$ cat config.mk
export PLATFORM = sky130hd
export DESIGN_NAME = black_level_calibration
export DESIGN_NICKNAME = d
export VERILOG_FILES = /design/src/hdl/blc_pkg.sv /design/src/hdl/pix_if.sv /design/src/hdl/black_level_calibration.sv /design/src/hdl/pix_buffer.sv
export VERILOG_INCLUDE_DIRS = /design/src /design/src/hdl
export SDC_FILE = /design/constraint.sdc
export NUM_CORES = 1
export LEC_CHECK = 0
export ABC_CLOCK_PERIOD_IN_PS = 7400
export BUFFER_PORTS_ARGS = -buffer_cell sky130_fd_sc_hd__buf_2
export CORE_MARGIN = 3
export CORE_UTILIZATION = 25
export DETAILED_ROUTE_END_ITERATION = 10
export SLEW_MARGIN = 20
export SYNTH_ARGS = -nofsm -noshare
export SYNTH_HDL_FRONTEND = slang
export SYNTH_SLANG_ARGS = --single-unit
$ cat constraint.sdc
create_clock -name clk_in -period 7.4 [get_ports clk_in]
set_input_delay 2.22 -clock clk_in [delete_from_list [all_inputs] [get_ports clk_in]]
set_output_delay 2.22 -clock clk_in [all_outputs]
set_load 0.02 [all_outputs]
$ cat src/hdl/blc_defs.svh
// register offsets, field positions, reset values and limits of the dark-level stage
`ifndef BLC_DEFS_SVH
`define BLC_DEFS_SVH

`define ADDR_SAMPLE_CFG 9'h080
`define ADDR_CORR_CFG 9'h081
`define ADDR_STATUS 9'h088
`define ADDR_ROWGEN_CFG 9'h0C5
`define ADDR_SYNC_CFG 9'h0CE

`define SAMPLE_EXP_MSB 10
`define SAMPLE_EXP_LSB 8
`define AUTO_EN_BIT 0
`define OFFS_MSB 9
`define OFFS_LSB 1
`define SIGN_BIT 10
`define ROWS_MSB 7
`define ROWS_LSB 0
`define GATE_MSB 9
`define GATE_LSB 8
`define SYNC_ROWS_BIT 1
`define ERR_BIT 0

`define RST_SAMPLE_CFG 16'h0300
`define RST_CORR_CFG 16'h0001
`define RST_ROWGEN_CFG 16'h0108
`define RST_SYNC_CFG 16'h0002
`define RST_ACTIVE_ROWS 8'h08

`define FREEZE_CODE 9'h1FF
`define ROWS_MIN 8'h01
`define ROWS_MAX 8'h7F
`define PIX_MAX 13'h03FF

`endif

$ cat src/hdl/blc_pkg.sv
// types shared by the dark-level stage
package blc_pkg;
   typedef logic [9:0] pixel_t;
   typedef struct packed {
      logic sof;
      logic dark;
      pixel_t data;
   } pix_beat_t;
endpackage : blc_pkg

$ cat src/hdl/pix_if.sv
// pixel beat carrier between the stage and its output buffer
`timescale 1ns/1ps
interface pix_if;
   import blc_pkg::*;
   pix_beat_t beat;
   logic valid;
   logic ready;
   modport src (output beat, output valid, input ready);
   modport snk (input beat, input valid, output ready);
endinterface : pix_if

$ cat src/hdl/black_level_calibration.sv
// dark-row generation, dark-level filtering and offset correction of the pixel stream
`timescale 1ns/1ps
`include "blc_defs.svh"
module black_level_calibration
   import blc_pkg::*;
#(
   parameter int ROW_W = 13,
   parameter logic [9:0] TARGET = 10'h000
) (
   // clock and reset
   input wire logic clk_in,
   input wire logic rstn_in,
   // register port
   input wire logic [8:0] reg_addr_in,
   input wire logic [15:0] reg_wdata_in,
   input wire logic reg_wr_in,
   input wire logic reg_rd_in,
   output logic [15:0] reg_rdata_out,
   // active window
   input wire logic [ROW_W-1:0] row_length_in,
   // pixel input
   input wire logic pix_valid_in,
   output logic pix_ready_out,
   input wire logic pix_sof_in,
   input wire logic [9:0] pix_data_in,
   // pixel output
   output logic pix_valid_out,
   input wire logic pix_ready_in,
   output logic pix_sof_out,
   output logic pix_dark_out,
   output logic [9:0] pix_data_out,
   // state
   output logic [7:0] active_rows_out,
   output logic frame_blank_out,
   output logic cal_error_out
);
   pix_if in_bus ();
   pix_if out_bus ();

   logic [15:0] sample_cfg_reg;
   logic [15:0] corr_cfg_reg;
   logic [15:0] rowgen_cfg_reg;
   logic [15:0] sync_cfg_reg;
   logic [15:0] rdata_reg;
   logic [7:0] active_rows_reg;
   logic blank_reg;
   logic err_reg;
   logic [ROW_W-1:0] col_reg;
   logic [7:0] row_reg;
   logic [7:0] cnt_reg;
   logic [16:0] sum_reg;
   logic [9:0] avg_reg;

   logic accept;
   logic sof;
   logic [7:0] rows_cfg;
   logic [7:0] rows_eff;
   logic blank_eff;
   logic [ROW_W-1:0] cur_col;
   logic [7:0] cur_row;
   logic [7:0] cur_cnt;
   logic [16:0] cur_sum;
   logic [16:0] sum_new;
   logic [2:0] exp_n;
   logic [8:0] need;
   logic dark;
   logic gated;
   logic push;
   logic samp;
   logic done;
   logic short_end;
   logic auto_en;
   logic frozen;
   logic [8:0] offs;
   logic [9:0] avg_new;
   logic signed [12:0] corr_val;
   logic [9:0] out_val;

   // register writes
   always_ff @(posedge clk_in or negedge rstn_in) begin
      if (!rstn_in) begin
         sample_cfg_reg <= `RST_SAMPLE_CFG;
         corr_cfg_reg <= `RST_CORR_CFG;
         rowgen_cfg_reg <= `RST_ROWGEN_CFG;
         sync_cfg_reg <= `RST_SYNC_CFG;
      end else if (reg_wr_in) begin
         unique case (reg_addr_in)
            `ADDR_SAMPLE_CFG: sample_cfg_reg <= reg_wdata_in;
            `ADDR_CORR_CFG: corr_cfg_reg <= reg_wdata_in;
            `ADDR_ROWGEN_CFG: rowgen_cfg_reg <= reg_wdata_in;
            `ADDR_SYNC_CFG: sync_cfg_reg <= reg_wdata_in;
            default: ;
         endcase
      end
   end

   // register reads, answered one cycle after the strobe
   always_ff @(posedge clk_in or negedge rstn_in) begin
      if (!rstn_in) begin
         rdata_reg <= 16'h0000;
      end else if (reg_rd_in) begin
         unique case (reg_addr_in)
            `ADDR_SAMPLE_CFG: rdata_reg <= sample_cfg_reg;
            `ADDR_CORR_CFG: rdata_reg <= corr_cfg_reg;
            `ADDR_ROWGEN_CFG: rdata_reg <= rowgen_cfg_reg;
            `ADDR_SYNC_CFG: rdata_reg <= sync_cfg_reg;
            `ADDR_STATUS: rdata_reg <= {15'h0000, err_reg};
            default: rdata_reg <= 16'h0000;
         endcase
      end
   end
   assign reg_rdata_out = rdata_reg;

   // frame position and configuration in effect for the current pixel
   assign accept = pix_valid_in && in_bus.ready;
   assign sof = accept && pix_sof_in;
   assign rows_cfg = (rowgen_cfg_reg[`ROWS_MSB:`ROWS_LSB] < `ROWS_MIN) ? `ROWS_MIN :
      (rowgen_cfg_reg[`ROWS_MSB:`ROWS_LSB] > `ROWS_MAX) ? `ROWS_MAX :
      rowgen_cfg_reg[`ROWS_MSB:`ROWS_LSB];
   assign rows_eff = (sof && sync_cfg_reg[`SYNC_ROWS_BIT]) ? rows_cfg : active_rows_reg;
   assign blank_eff = sof ? (rows_eff != active_rows_reg) : blank_reg;
   assign cur_col = sof ? '0 : col_reg;
   assign cur_row = sof ? 8'h00 : row_reg;
   assign cur_cnt = sof ? 8'h00 : cnt_reg;
   assign cur_sum = sof ? 17'h00000 : sum_reg;
   assign dark = cur_row < rows_eff;
   assign gated = dark && (rowgen_cfg_reg[`GATE_MSB:`GATE_LSB] != 2'b00)
      && (cur_row == 8'h00);
   assign push = accept && !gated && !blank_eff;

   always_ff @(posedge clk_in or negedge rstn_in) begin
      if (!rstn_in) begin
         active_rows_reg <= `RST_ACTIVE_ROWS;
         blank_reg <= 1'b0;
      end else if (sof) begin
         active_rows_reg <= rows_eff;
         blank_reg <= blank_eff;
      end
   end

   // row and column counters, a dark row spans one window row
   always_ff @(posedge clk_in or negedge rstn_in) begin
      if (!rstn_in) begin
         col_reg <= '0;
         row_reg <= 8'h00;
      end else if (accept) begin
         if (cur_col + 1'b1 >= row_length_in) begin
            col_reg <= '0;
            row_reg <= (cur_row == 8'hFF) ? cur_row : cur_row + 8'h01;
         end else begin
            col_reg <= cur_col + 1'b1;
            row_reg <= cur_row;
         end
      end
   end

   // dark sample averaging
   assign exp_n = sample_cfg_reg[`SAMPLE_EXP_MSB:`SAMPLE_EXP_LSB];
   assign need = 9'h001 << exp_n;
   assign samp = accept && dark && !gated && ({1'b0, cur_cnt} < need);
   assign sum_new = cur_sum + {7'h00, pix_data_in};
   assign done = samp && ({1'b0, cur_cnt} + 9'h001 == need);
   assign avg_new = 10'(sum_new >> exp_n);
   assign short_end = accept && !dark && (cur_row == rows_eff) && (cur_col == '0)
      && ({1'b0, cur_cnt} < need);
   assign auto_en = corr_cfg_reg[`AUTO_EN_BIT];
   assign offs = corr_cfg_reg[`OFFS_MSB:`OFFS_LSB];
   assign frozen = auto_en && (offs == `FREEZE_CODE);

   always_ff @(posedge clk_in or negedge rstn_in) begin
      if (!rstn_in) begin
         cnt_reg <= 8'h00;
         sum_reg <= 17'h00000;
      end else if (samp) begin
         cnt_reg <= cur_cnt + 8'h01;
         sum_reg <= sum_new;
      end else if (sof) begin
         cnt_reg <= 8'h00;
         sum_reg <= 17'h00000;
      end
   end

   always_ff @(posedge clk_in or negedge rstn_in) begin
      if (!rstn_in) begin
         avg_reg <= 10'h000;
      end else if (done && auto_en && !frozen) begin
         avg_reg <= avg_new;
      end
   end

   always_ff @(posedge clk_in or negedge rstn_in) begin
      if (!rstn_in) begin
         err_reg <= 1'b0;
      end else if (short_end) begin
         err_reg <= 1'b1;
      end else if (done) begin
         err_reg <= 1'b0;
      end
   end

   // correction of image pixels
   always_comb begin
      if (auto_en) begin
         corr_val = $signed({3'b000, pix_data_in}) - $signed({3'b000, avg_reg})
            + $signed({3'b000, TARGET});
      end else if (corr_cfg_reg[`SIGN_BIT]) begin
         corr_val = $signed({3'b000, pix_data_in}) - $signed({4'b0000, offs});
      end else begin
         corr_val = $signed({3'b000, pix_data_in}) + $signed({4'b0000, offs});
      end
      if (corr_val < 0) begin
         out_val = 10'h000;
      end else if (corr_val > $signed(`PIX_MAX)) begin
         out_val = 10'h3FF;
      end else begin
         out_val = corr_val[9:0];
      end
   end

   assign in_bus.valid = push;
   assign in_bus.beat.sof = pix_sof_in;
   assign in_bus.beat.dark = dark;
   assign in_bus.beat.data = dark ? pix_data_in : out_val;
   assign pix_ready_out = in_bus.ready;

   pix_buffer #(
      .DEPTH(2)
   ) u_buffer (
      .clk_in(clk_in),
      .rstn_in(rstn_in),
      .in_if(in_bus),
      .out_if(out_bus)
   );

   assign pix_valid_out = out_bus.valid;
   assign out_bus.ready = pix_ready_in;
   assign pix_sof_out = out_bus.beat.sof;
   assign pix_dark_out = out_bus.beat.dark;
   assign pix_data_out = out_bus.beat.data;
   assign active_rows_out = active_rows_reg;
   assign frame_blank_out = blank_reg;
   assign cal_error_out = err_reg;
endmodule : black_level_calibration

$ cat src/hdl/pix_buffer.sv
// two-entry buffer for pixel beats
`timescale 1ns/1ps
module pix_buffer
   import blc_pkg::*;
#(
   parameter int DEPTH = 2
) (
   // clock and reset
   input wire logic clk_in,
   input wire logic rstn_in,
   // fill and drain sides
   pix_if.snk in_if,
   pix_if.src out_if
);
   localparam int AW = (DEPTH > 1) ? $clog2(DEPTH) : 1;
   pix_beat_t mem [DEPTH];
   logic [AW-1:0] wr_reg;
   logic [AW-1:0] rd_reg;
   logic [AW:0] cnt_reg;
   logic push;
   logic pop;

   assign in_if.ready = (cnt_reg != (AW+1)'(DEPTH));
   assign out_if.valid = (cnt_reg != '0);
   assign out_if.beat = mem[rd_reg];
   assign push = in_if.valid && in_if.ready;
   assign pop = out_if.valid && out_if.ready;

   always_ff @(posedge clk_in) begin
      if (push) begin
         mem[wr_reg] <= in_if.beat;
      end
   end

   always_ff @(posedge clk_in or negedge rstn_in) begin
      if (!rstn_in) begin
         wr_reg <= '0;
         rd_reg <= '0;
         cnt_reg <= '0;
      end else begin
         if (push) begin
            wr_reg <= (wr_reg == AW'(DEPTH - 1)) ? '0 : wr_reg + 1'b1;
         end
         if (pop) begin
            rd_reg <= (rd_reg == AW'(DEPTH - 1)) ? '0 : rd_reg + 1'b1;
         end
         cnt_reg <= cnt_reg + (AW+1)'(push) - (AW+1)'(pop);
      end
   end
endmodule : pix_buffer

==> flow_summary.toml, run 1 <==
[run_status]
outcome = "finished, final reports clean"

[final_layout]
final_cells = 1866
area.sequential_um2 = 4480
syn_to_final_growth_pct = 15.0
postLayoutCoreUtil_pct = 29.2
nFillCells = 4764
nets = 1383
multi_input_area_um2 = 6520
largest_reg_flops = 24
drive_gt1_share_pct = 20.8

[routing]
first_iter_violations = 547
vias = 9328
wl_met3_mm = 1.68
drt-total-wl_mm = 31.6
ant_nets = 0
dr.max_layer_used = "met5"
remaining_drc_errors = 0
wl_met1_mm = 14.8
wl_met2_mm = 14.7
wl_per_cell_um = 17.0
dr.pass1.iters = 6
vias_per_cell = 5.00

[clock_network]
clock_path_buffers = 2
cts_root_buffer = "clkbuf_16"
clock_latency_ns = 0.44
cts.sinks = 174
postCtsSetupBuffers = 0
cts_hold_buffers = 0
cts_buffers = 17
cts_tree = "done"
clk_pin_slew_ns = 0.08
htreeDepth = 4
cts_resized = 0

[sta]
clock_skew_ns = 0.0123
fmax_ghz = 0.163
period_needed_ns = 6.14
rsz0062_at_grt = "no"
hold_violations = 0
finalCritPeriodShare_pct = 83.0
setup_violations = 0
tightest_slew_ns = 1.10
tns_ns = 0
slew_viol_final = 0
slew_headroom_pct = 26.0

[placement]
hpwlAfterDp_mm = 23.2
placed_cells = 1832
gp_congestion = 0.863
numPortBuffers = 94

[yosys]
synth_top_area_cell = "dfrtp_1"
synth_most_common_cell = "dfrtp_1"
synth_common_cells = "143 x dfrtp_1, 91 x nand2_1, 86 x inv_1, 85 x mux2_2"
synth_cells = 1183
ys_seq_elements = 174
yosys_most_used_dff = "dfrtp_1"
async_flop_share_pct = 86.2
synth_fp_nets = 1315
yosys-top-cells-area = "dfrtp_1 31%, mux2_2 8.3%, ha_1 7.9%"
ys_seq_area_share_pct = 38.8
yosysTopAreaCellShare_pct = 31.0
synth.avg_cell_area_um2 = 9.76
ys_warn_count = 0
synthDistinctLibCells = 86
synth_edf_count = 24
syn_area_um2 = 11500

[global_routing]
grt_max_degree = 89
antenna_found_initial = 4
grt_use_total_pct = 12.8
first_global_vias = 9285
grt_overflow = 0
grt_pass1_wl_mm = 51.4

[setup_path]
cp.arrival_ns = 6.46
required_ns = 7.72
critical_path.max_fanout = 22
path_class = "input pin to register"
critPathLaunchType = "input pin"
crit_path_end = "row_reg[1]$_DFFE_PN0N_"
r2r-end = "row_reg[1]$_DFFE_PN0N_"
reg2reg_from = "u_buffer.cnt_reg[1]$_DFF_PN0_"
rr_worst_depth = 17
end_kind = "register"
crit_start = "pix_sof_in"
reg2reg_slack_ns = 2.73

[power]
peakVddDrop_v = 0.000152
p_switching_mw = 1.17
swShare_pct = 36.7
p_leak_nw = 5.84
internal_power_mw = 2.01
share_seq_of_total_power_pct = 36.7
combPwrFrac_pct = 33.7
power_frac_clock_pct = 29.6
power_density_nw_per_um2 = 239

[floorplanning]
start_util_pct = 25.4
design.die.area_um2 = 48800
rows = 78
die_w_um = 221
pin_count = 95
coreArea_um2 = 45500
fp.dieH_um = 221

[worst_hold_path]
hold_class = "register to register"

[job]
maxCapViolCount = 0
[metal layers]
metal / vias up / GRT usage (%)
met4: 4 / 2.85
met5: - / 0
met2: 188 / 20.9
met3: 30 / 3.00
li1: 4490 / -
met1: 4616 / 17.3
[placed cells by master, fill, tap and decap left out, drive strengths merged, types with 17 or more instances in the layout]
| master | instances |
|---|---|
| mux2 | 88 |
| a21oi | 46 |
| nand4 | 21 |
| nand3 | 26 |
| edfxtp | 24 |
| a21boi | 17 |
| o21ai | 62 |
| o22ai | 17 |
| dfrtp | 143 |
| xnor2 | 38 |
| clkbuf | 18 |
| buf | 107 |
| nor2 | 73 |
| nor3 | 20 |
| xor2 | 25 |
| ha | 73 |
| nand2 | 93 |
| inv | 93 |
| and2 | 30 |
[worst min-delay path by stage]
stage	startpoint	endpoint	slack, ns	depth (start not counted)
after global placement	u_buffer.cnt_reg[1]$_DFF_PN0_	u_buffer.cnt_reg[1]$_DFF_PN0_	0.47	1
after floorplan	u_buffer.cnt_reg[1]$_DFF_PN0_	u_buffer.cnt_reg[1]$_DFF_PN0_	0.46	1
after detailed placement	avg_reg[0]$_DFFE_PN0P_	avg_reg[0]$_DFFE_PN0P_	0.49	1
after CTS	u_buffer.cnt_reg[1]$_DFF_PN0_	u_buffer.cnt_reg[1]$_DFF_PN0_	0.50	1
final	avg_reg[0]$_DFFE_PN0P_	avg_reg[0]$_DFFE_PN0P_	0.50	1
after global routing	rowgen_cfg_reg[13]$_DFFE_PN0P_	rowgen_cfg_reg[13]$_DFFE_PN0P_	0.52	1
[critical path, cell delays in order]
cell and delay, ns:
buf_2 0.31, and2_1 0.25, nand2_1 0.19, and2_1 0.25, ha_1 0.21, and3_1 0.20, and4_1 0.25, nand2_1 0.09
xor2_1 0.20, nor2_1 0.08, ha_1 0.31, a211oi_1 0.23, nand2_1 0.08, o2111ai_1 0.19, nand3b_1 0.60, nand3_1 0.40
mux2_2 0.37
[area by class of cell]
| class | instances | area share, % |
|---|---|---|
| antenna | 2 | 0.0377 |
| clock buffer | 18 | 3.31 |
| clock inverter | 14 | 1.33 |
| inverter | 88 | 2.49 |
| multi-input combinational | 863 | 49.1 |
| sequential | 174 | 33.8 |
| tap | 600 | 5.66 |
| timing repair buffer | 107 | 4.29 |
[power by group through the flow]
stage | Combinational, mW | Clock (mW) | Sequential (mW)
2_1_floorplan | 0.776 | 0 | 1.16
3_3_place_gp | 1.05 | 0 | 1.18
3_5_place_dp | 1.07 | 0 | 1.19
4_1_cts | 1.08 | 0.966 | 1.17
5_1_grt | 1.19 | 1.00 | 1.18
6_report | 1.07 | 0.939 | 1.17
[cell families (layout without fill, tap and decap cells)]
kind of cell | count (synthesis) | in the layout | share of synthesized area [%]
AOI/OAI and AO/OA | 282 | 282 | 17.2
xor gates and xnor gates | 63 | 63 | 4.84
adders and majority gates | 77 | 77 | 8.60
buffers and inverters | 146 | 227 | 4.93
DFF | 174 | 174 | 38.8
muxes | 103 | 103 | 10.5
other | 0 | 2 | 0
and+or+nand+nor | 338 | 338 | 15.2
[stage by stage]
stage,area (µm²),hold WS (ns),power (mW),setup slack [ns]
4_1_cts,13300,0.503,3.21,1.29
6_report,13300,0.497,3.18,1.26
5_1_grt,13300,0.516,3.37,0.878
3_5_place_dp,12700,0.487,2.25,0.826
2_1_floorplan,11500,0.460,1.93,1.41
3_3_place_gp,12600,0.475,2.23,0.896
(Power assumes the default switching activity.)
==> run 2, diff against run 1 <==
ABC_CLOCK_PERIOD_IN_PS = 6400   (was 7400)
clock period = 6.4 ns   (was 7.4 ns; I/O delays follow)
==> run 2 against run 1 <==
Die area unchanged. Core utilization increased by 0.12 points. Wire length increased by 0.40%. Critical endpoint unchanged.
==> flow_summary.toml, run 2 (synthesized netlist as in run 1, its figures left out) <==
[run_status]
outcome = "finished, final reports clean"

[setup_path]
critPathLaunchType = "input pin"
critical_path.max_fanout = 14
rr_worst_depth = 17
required_ns = 6.73
path_class = "input pin to register"
cp.arrival_ns = 5.91
reg2reg_slack_ns = 2.00
end_kind = "register"
reg2reg_from = "u_buffer.cnt_reg[1]$_DFF_PN0_"
r2r-end = "row_reg[1]$_DFFE_PN0N_"

[clock_network]
cts_tree = "done"
cts_resized = 0
cts.sinks = 174
clk_pin_slew_ns = 0.08
postCtsSetupBuffers = 0
htreeDepth = 4
cts_hold_buffers = 0
clock_path_buffers = 2
cts_buffers = 17
clock_latency_ns = 0.44
cts_root_buffer = "clkbuf_16"

[routing]
ant_nets = 0
dr.pass1.iters = 5
first_iter_violations = 647
wl_per_cell_um = 17.0
drt-total-wl_mm = 31.8
wl_met1_mm = 14.4
remaining_drc_errors = 0
wl_met3_mm = 2.14
dr.max_layer_used = "met5"
wl_met2_mm = 14.5
vias = 9412
vias_per_cell = 5.03

[final_layout]
syn_to_final_growth_pct = 15.4
final_cells = 1872
drive_gt1_share_pct = 21.1
largest_reg_flops = 24
nFillCells = 4785
mostFrequentLayoutCells = "143 x dfrtp_1, 93 x buf_2, 91 x nand2_1"
final_common_cell = "dfrtp_1"
nets = 1388

[floorplanning]
design.die.area_um2 = 48800
coreArea_um2 = 45500
start_util_pct = 25.4
fp.dieH_um = 221
pin_count = 95
rows = 78
die_w_um = 221

[sta]
clock_skew_ns = 0.0114
rsz0062_at_grt = "no"
setup_violations = 0
period_needed_ns = 5.59
slew_headroom_pct = 34.4
finalCritPeriodShare_pct = 87.3
hold_violations = 0
tightest_slew_ns = 0.981
slew_viol_final = 0
tns_ns = 0
fmax_ghz = 0.179

[global_routing]
antenna_found_initial = 6
grt_overflow = 0
first_global_vias = 9404
grt_pass1_wl_mm = 51.2
grt_use_total_pct = 12.8
grt_max_degree = 82

[power]
peakVddDrop_v = 0.000179
power_frac_clock_pct = 29.4
internal_power_mw = 2.30
finalPower_mw = 3.67
p_leak_nw = 5.87
share_seq_of_total_power_pct = 36.7
combPwrFrac_pct = 33.9
swShare_pct = 37.4
p_switching_mw = 1.37
power_density_nw_per_um2 = 275

[worst_hold_path]
hold_end = "avg_reg[0]$_DFFE_PN0P_"
min_from = "avg_reg[0]$_DFFE_PN0P_"
hold_depth = 1
hold_class = "register to register"

[placement]
gp_congestion = 0.825
hpwlAfterDp_mm = 23.6
placed_cells = 1837
numPortBuffers = 94

[job]
maxCapViolCount = 0
[run 2: changes by cell type in the layout (fill, tap and decap cells not counted), sizes merged]
cell	previous run	this run
buf	107	112
inv	93	96
clkinv	7	5
bufinv	1	0
clkbuf	18	17
clkinvlp	1	2
diode	2	3
[run 2: worst max-delay path, stage by stage]
cell	delay, ns
buf_2	0.32
and2_1	0.25
nand2_1	0.25
and2_1	0.29
ha_1	0.22
and3_1	0.22
and4_1	0.26
nand2_1	0.09
xor2_1	0.23
nor2_1	0.07
ha_1	0.31
a211oi_1	0.25
nand2_1	0.08
o2111ai_1	0.19
nand3b_1	0.33
nand3_1	0.26
mux2_2	0.35
[run 2: per-layer routing]
| layer | up-vias | GRT usage (%) |
|---|---|---|
| met3 | 45 | 3.17 |
| met4 | 4 | 4.09 |
| met2 | 258 | 20.2 |
| li1 | 4496 | - |
| met5 | - | 0 |
| met1 | 4609 | 17.3 |
[run 2: final cells by class]
| type | instances | area, µm² | share of cell area (%) |
|---|---|---|---|
| antenna | 3 | 7.51 | 0.0563 |
| clock buffer | 17 | 425 | 3.19 |
| clock inverter | 15 | 186 | 1.40 |
| inverter | 88 | 330 | 2.48 |
| multi-input combinational | 863 | 6520 | 48.9 |
| sequential | 174 | 4480 | 33.6 |
| tap | 600 | 751 | 5.63 |
| timing repair buffer | 112 | 624 | 4.68 |
[run 2: power groups by stage]
stage          Clock [mW]  Combinational, mW  Sequential [mW]
2_1_floorplan           0              0.897             1.34
3_3_place_gp            0               1.22             1.37
3_5_place_dp            0               1.24             1.37
4_1_cts              1.11               1.25             1.35
5_1_grt              1.15               1.39             1.36
6_report             1.08               1.24             1.35
[run 2: stage by stage]
step | cell area [µm²] | setup slack (ns) | hold WS, ns | utilization (%)
final | 13300 | 0.814 | 0.491 | 29.3
after global routing | 13300 | 0.409 | 0.512 | 29.3
after CTS | 13300 | 0.850 | 0.499 | 29.3
after floorplan | 11500 | 0.713 | 0.460 | -
after detailed placement | 12700 | 0.400 | 0.480 | 27.9
after global placement | 12700 | 0.508 | 0.482 | 27.9
[run 2: how the worst max path moves through the flow]
stage	start	depth (start not counted)	endpoint	slack (ns)
3_3_place_gp	pix_sof_in	17	row_reg[1]$_DFFE_PN0N_	0.51
4_1_cts	pix_sof_in	17	col_reg[10]$_DFFE_PN0N_	0.85
6_report	pix_sof_in	17	row_reg[1]$_DFFE_PN0N_	0.81
2_1_floorplan	pix_valid_in	20	col_reg[1]$_DFFE_PN0N_	0.71
3_5_place_dp	pix_sof_in	17	row_reg[1]$_DFFE_PN0N_	0.40
5_1_grt	pix_sof_in	17	col_reg[8]$_DFFE_PN0N_	0.41
==> run 3, diff against run 2 <==
RECOVER_POWER = 25   (was unset)
==> run 3 against run 2 <==
The run now ends with max-capacitance violations, max-slew violations left. Critical path depth did not move. Combinational power hardly changed. Worst hold slack is essentially flat. Register-to-register slack hardly changed. Critical endpoint unchanged. First-iteration DRC count decreased by 8.7%. Maximum frequency shrank 0.30%. Non-clock buffer count unchanged.
==> flow_summary.toml, run 3 (synthesized netlist as in run 1, its figures left out) <==
[run_status]
outcome = "complete, but fails checks"
failed_checks = "max-capacitance violations, max-slew violations"

[final_layout]
final_cell_area_um2 = 13300
multi_input_area_um2 = 6520
mostFrequentLayoutCells = "143 x dfrtp_1, 93 x buf_2, 91 x nand2_1"
final_cells = 1872
largest_reg_flops = 24
postLayoutCoreUtil_pct = 29.3
final_common_cell = "dfrtp_1"
drive_gt1_share_pct = 21.0
syn_to_final_growth_pct = 15.4
nets = 1388
nFillCells = 4786
area.sequential_um2 = 4480

[clock_network]
htreeDepth = 4
cts_resized = 0
cts_hold_buffers = 0
clock_latency_ns = 0.44
cts_tree = "done"
cts_buffers = 17
cts_root_buffer = "clkbuf_16"
postCtsSetupBuffers = 0
cts.sinks = 174
clock_path_buffers = 2
clk_pin_slew_ns = 0.08

[global_routing]
met3_usage_pct = 3.17
grt.met1_usage_pct = 17.3
grt_pass1_wl_mm = 51.2
grt_max_degree = 82
grt_use_total_pct = 12.8
antenna_found_initial = 6
met2_usage_pct = 20.2
grt_overflow = 0
first_global_vias = 9404
grt.busiest_layer = "met2"

[placement]
hpwlAfterDp_mm = 23.6
placed_cells = 1837
dpl_cell_area_um2 = 12700
numPortBuffers = 94
gp_congestion = 0.825

[job]
maxCapViolCount = 1

[sta]
tightest_slew_ns = 3.72
setup_violations = 0
hold_violations = 0
finalCritPeriodShare_pct = 87.5
rsz0062_at_grt = "no"
tns_ns = 0
period_needed_ns = 5.60
fmax_ghz = 0.178
slew_headroom_pct = -148
clock_skew_ns = 0.0116
slew_viol_final = 82

[setup_path]
critPathLaunchType = "input pin"
critPathSlowestCell = "mux2_2"
max_stage_delay_ns = 0.35
crit_top_cell = "nand2_1"
critical_path.max_fanout = 14
required_ns = 6.73
end_kind = "register"
path_class = "input pin to register"
worstPathCellList = "buf_2, and2_0, nand2_1, and2_1, ha_1, and3_1, and4_1, nand2_1, xor2_1, nor2_1, ha_1, a211oi_1, nand2_1, o2111ai_1, nand3b_1, nand3_1, mux2_2"
cp.arrival_ns = 5.93

[floorplanning]
design.die.area_um2 = 48800
pin_count = 95
rows = 78
die_w_um = 221
coreArea_um2 = 45500
fp.dieH_um = 221
start_util_pct = 25.4

[routing]
ant_nets = 0
drt-total-wl_mm = 31.8
dr.pass1.iters = 8
first_iter_violations = 591
remaining_drc_errors = 0
wl_per_cell_um = 17.0
vias_per_cell = 5.04
vias = 9431

[power]
peakVddDrop_v = 0.000178
power_density_nw_per_um2 = 275
p_leak_nw = 5.86

[worst_hold_path]
hold_class = "register to register"
[run 3: per-layer routing]
| metal | part of all wire (%) | vias up |
|---|---|---|
| li1 | - | 4497 |
| met1 | 45 | 4589 |
| met2 | 45 | 292 |
| met3 | 6.8 | 49 |
| met4 | 2.3 | 4 |
| met5 | 0.082 | - |
[run 3: worst max-delay path: cells and delay by family]
family | cells | cell delay [ns]
buf+inv | 1 | 0.32
mux | 1 | 0.35
simple gates | 10 | 2.15
compound gates | 2 | 0.44
xor+xnor | 1 | 0.23
fa+ha+maj | 2 | 0.53
[run 3: per-stage QoR]
stage / worst slack [ns] / hold WS, ns / power [mW]
floorplan: 0.713 / 0.460 / 2.23
global placement: 0.508 / 0.482 / 2.59
detailed placement: 0.400 / 0.480 / 2.61
CTS: 0.850 / 0.499 / 3.71
global route: 0.347 / 0.512 / 3.90
finish: 0.797 / 0.491 / 3.67
[run 3: cell type report]
class	instances	area share, %
Multi-Input combinational cell	863	48.9
Tap cell	600	5.63
Timing Repair Buffer	112	4.68
Inverter	88	2.48
Antenna cell	3	0.0563
Clock buffer	17	3.19
Clock inverter	15	1.40
Sequential cell	174	33.6
[run 3: final timing paths]
check / endpoint / cells past startpoint / startpoint / slack [ns]
worst max-delay path: row_reg[1]$_DFFE_PN0N_ / 17 / pix_sof_in / 0.80
worst min-delay path: avg_reg[0]$_DFFE_PN0P_ / 1 / avg_reg[0]$_DFFE_PN0P_ / 0.49
worst max register to register: row_reg[1]$_DFFE_PN0N_ / 17 / u_buffer.cnt_reg[1]$_DFF_PN0_ / 2.01
worst min register to register: avg_reg[0]$_DFFE_PN0P_ / 1 / avg_reg[0]$_DFFE_PN0P_ / 0.49
max in group asynchronous: sync_cfg_reg[0]$_DFFE_PN0P_ / 1 / rstn_in / 1.31
min in group asynchronous: reg_rdata_out[11]$_DFFE_PN0P_ / 1 / rstn_in / 2.97
[run 3: power breakdown]
group	total (mW)	leakage, nW	switching, mW	internal [mW]
clock	1.08	0.291	0.543	0.536
combinational	1.24	3.31	0.747	0.497
sequential	1.35	2.26	0.0845	1.26
total	3.67	5.86	1.37	2.30
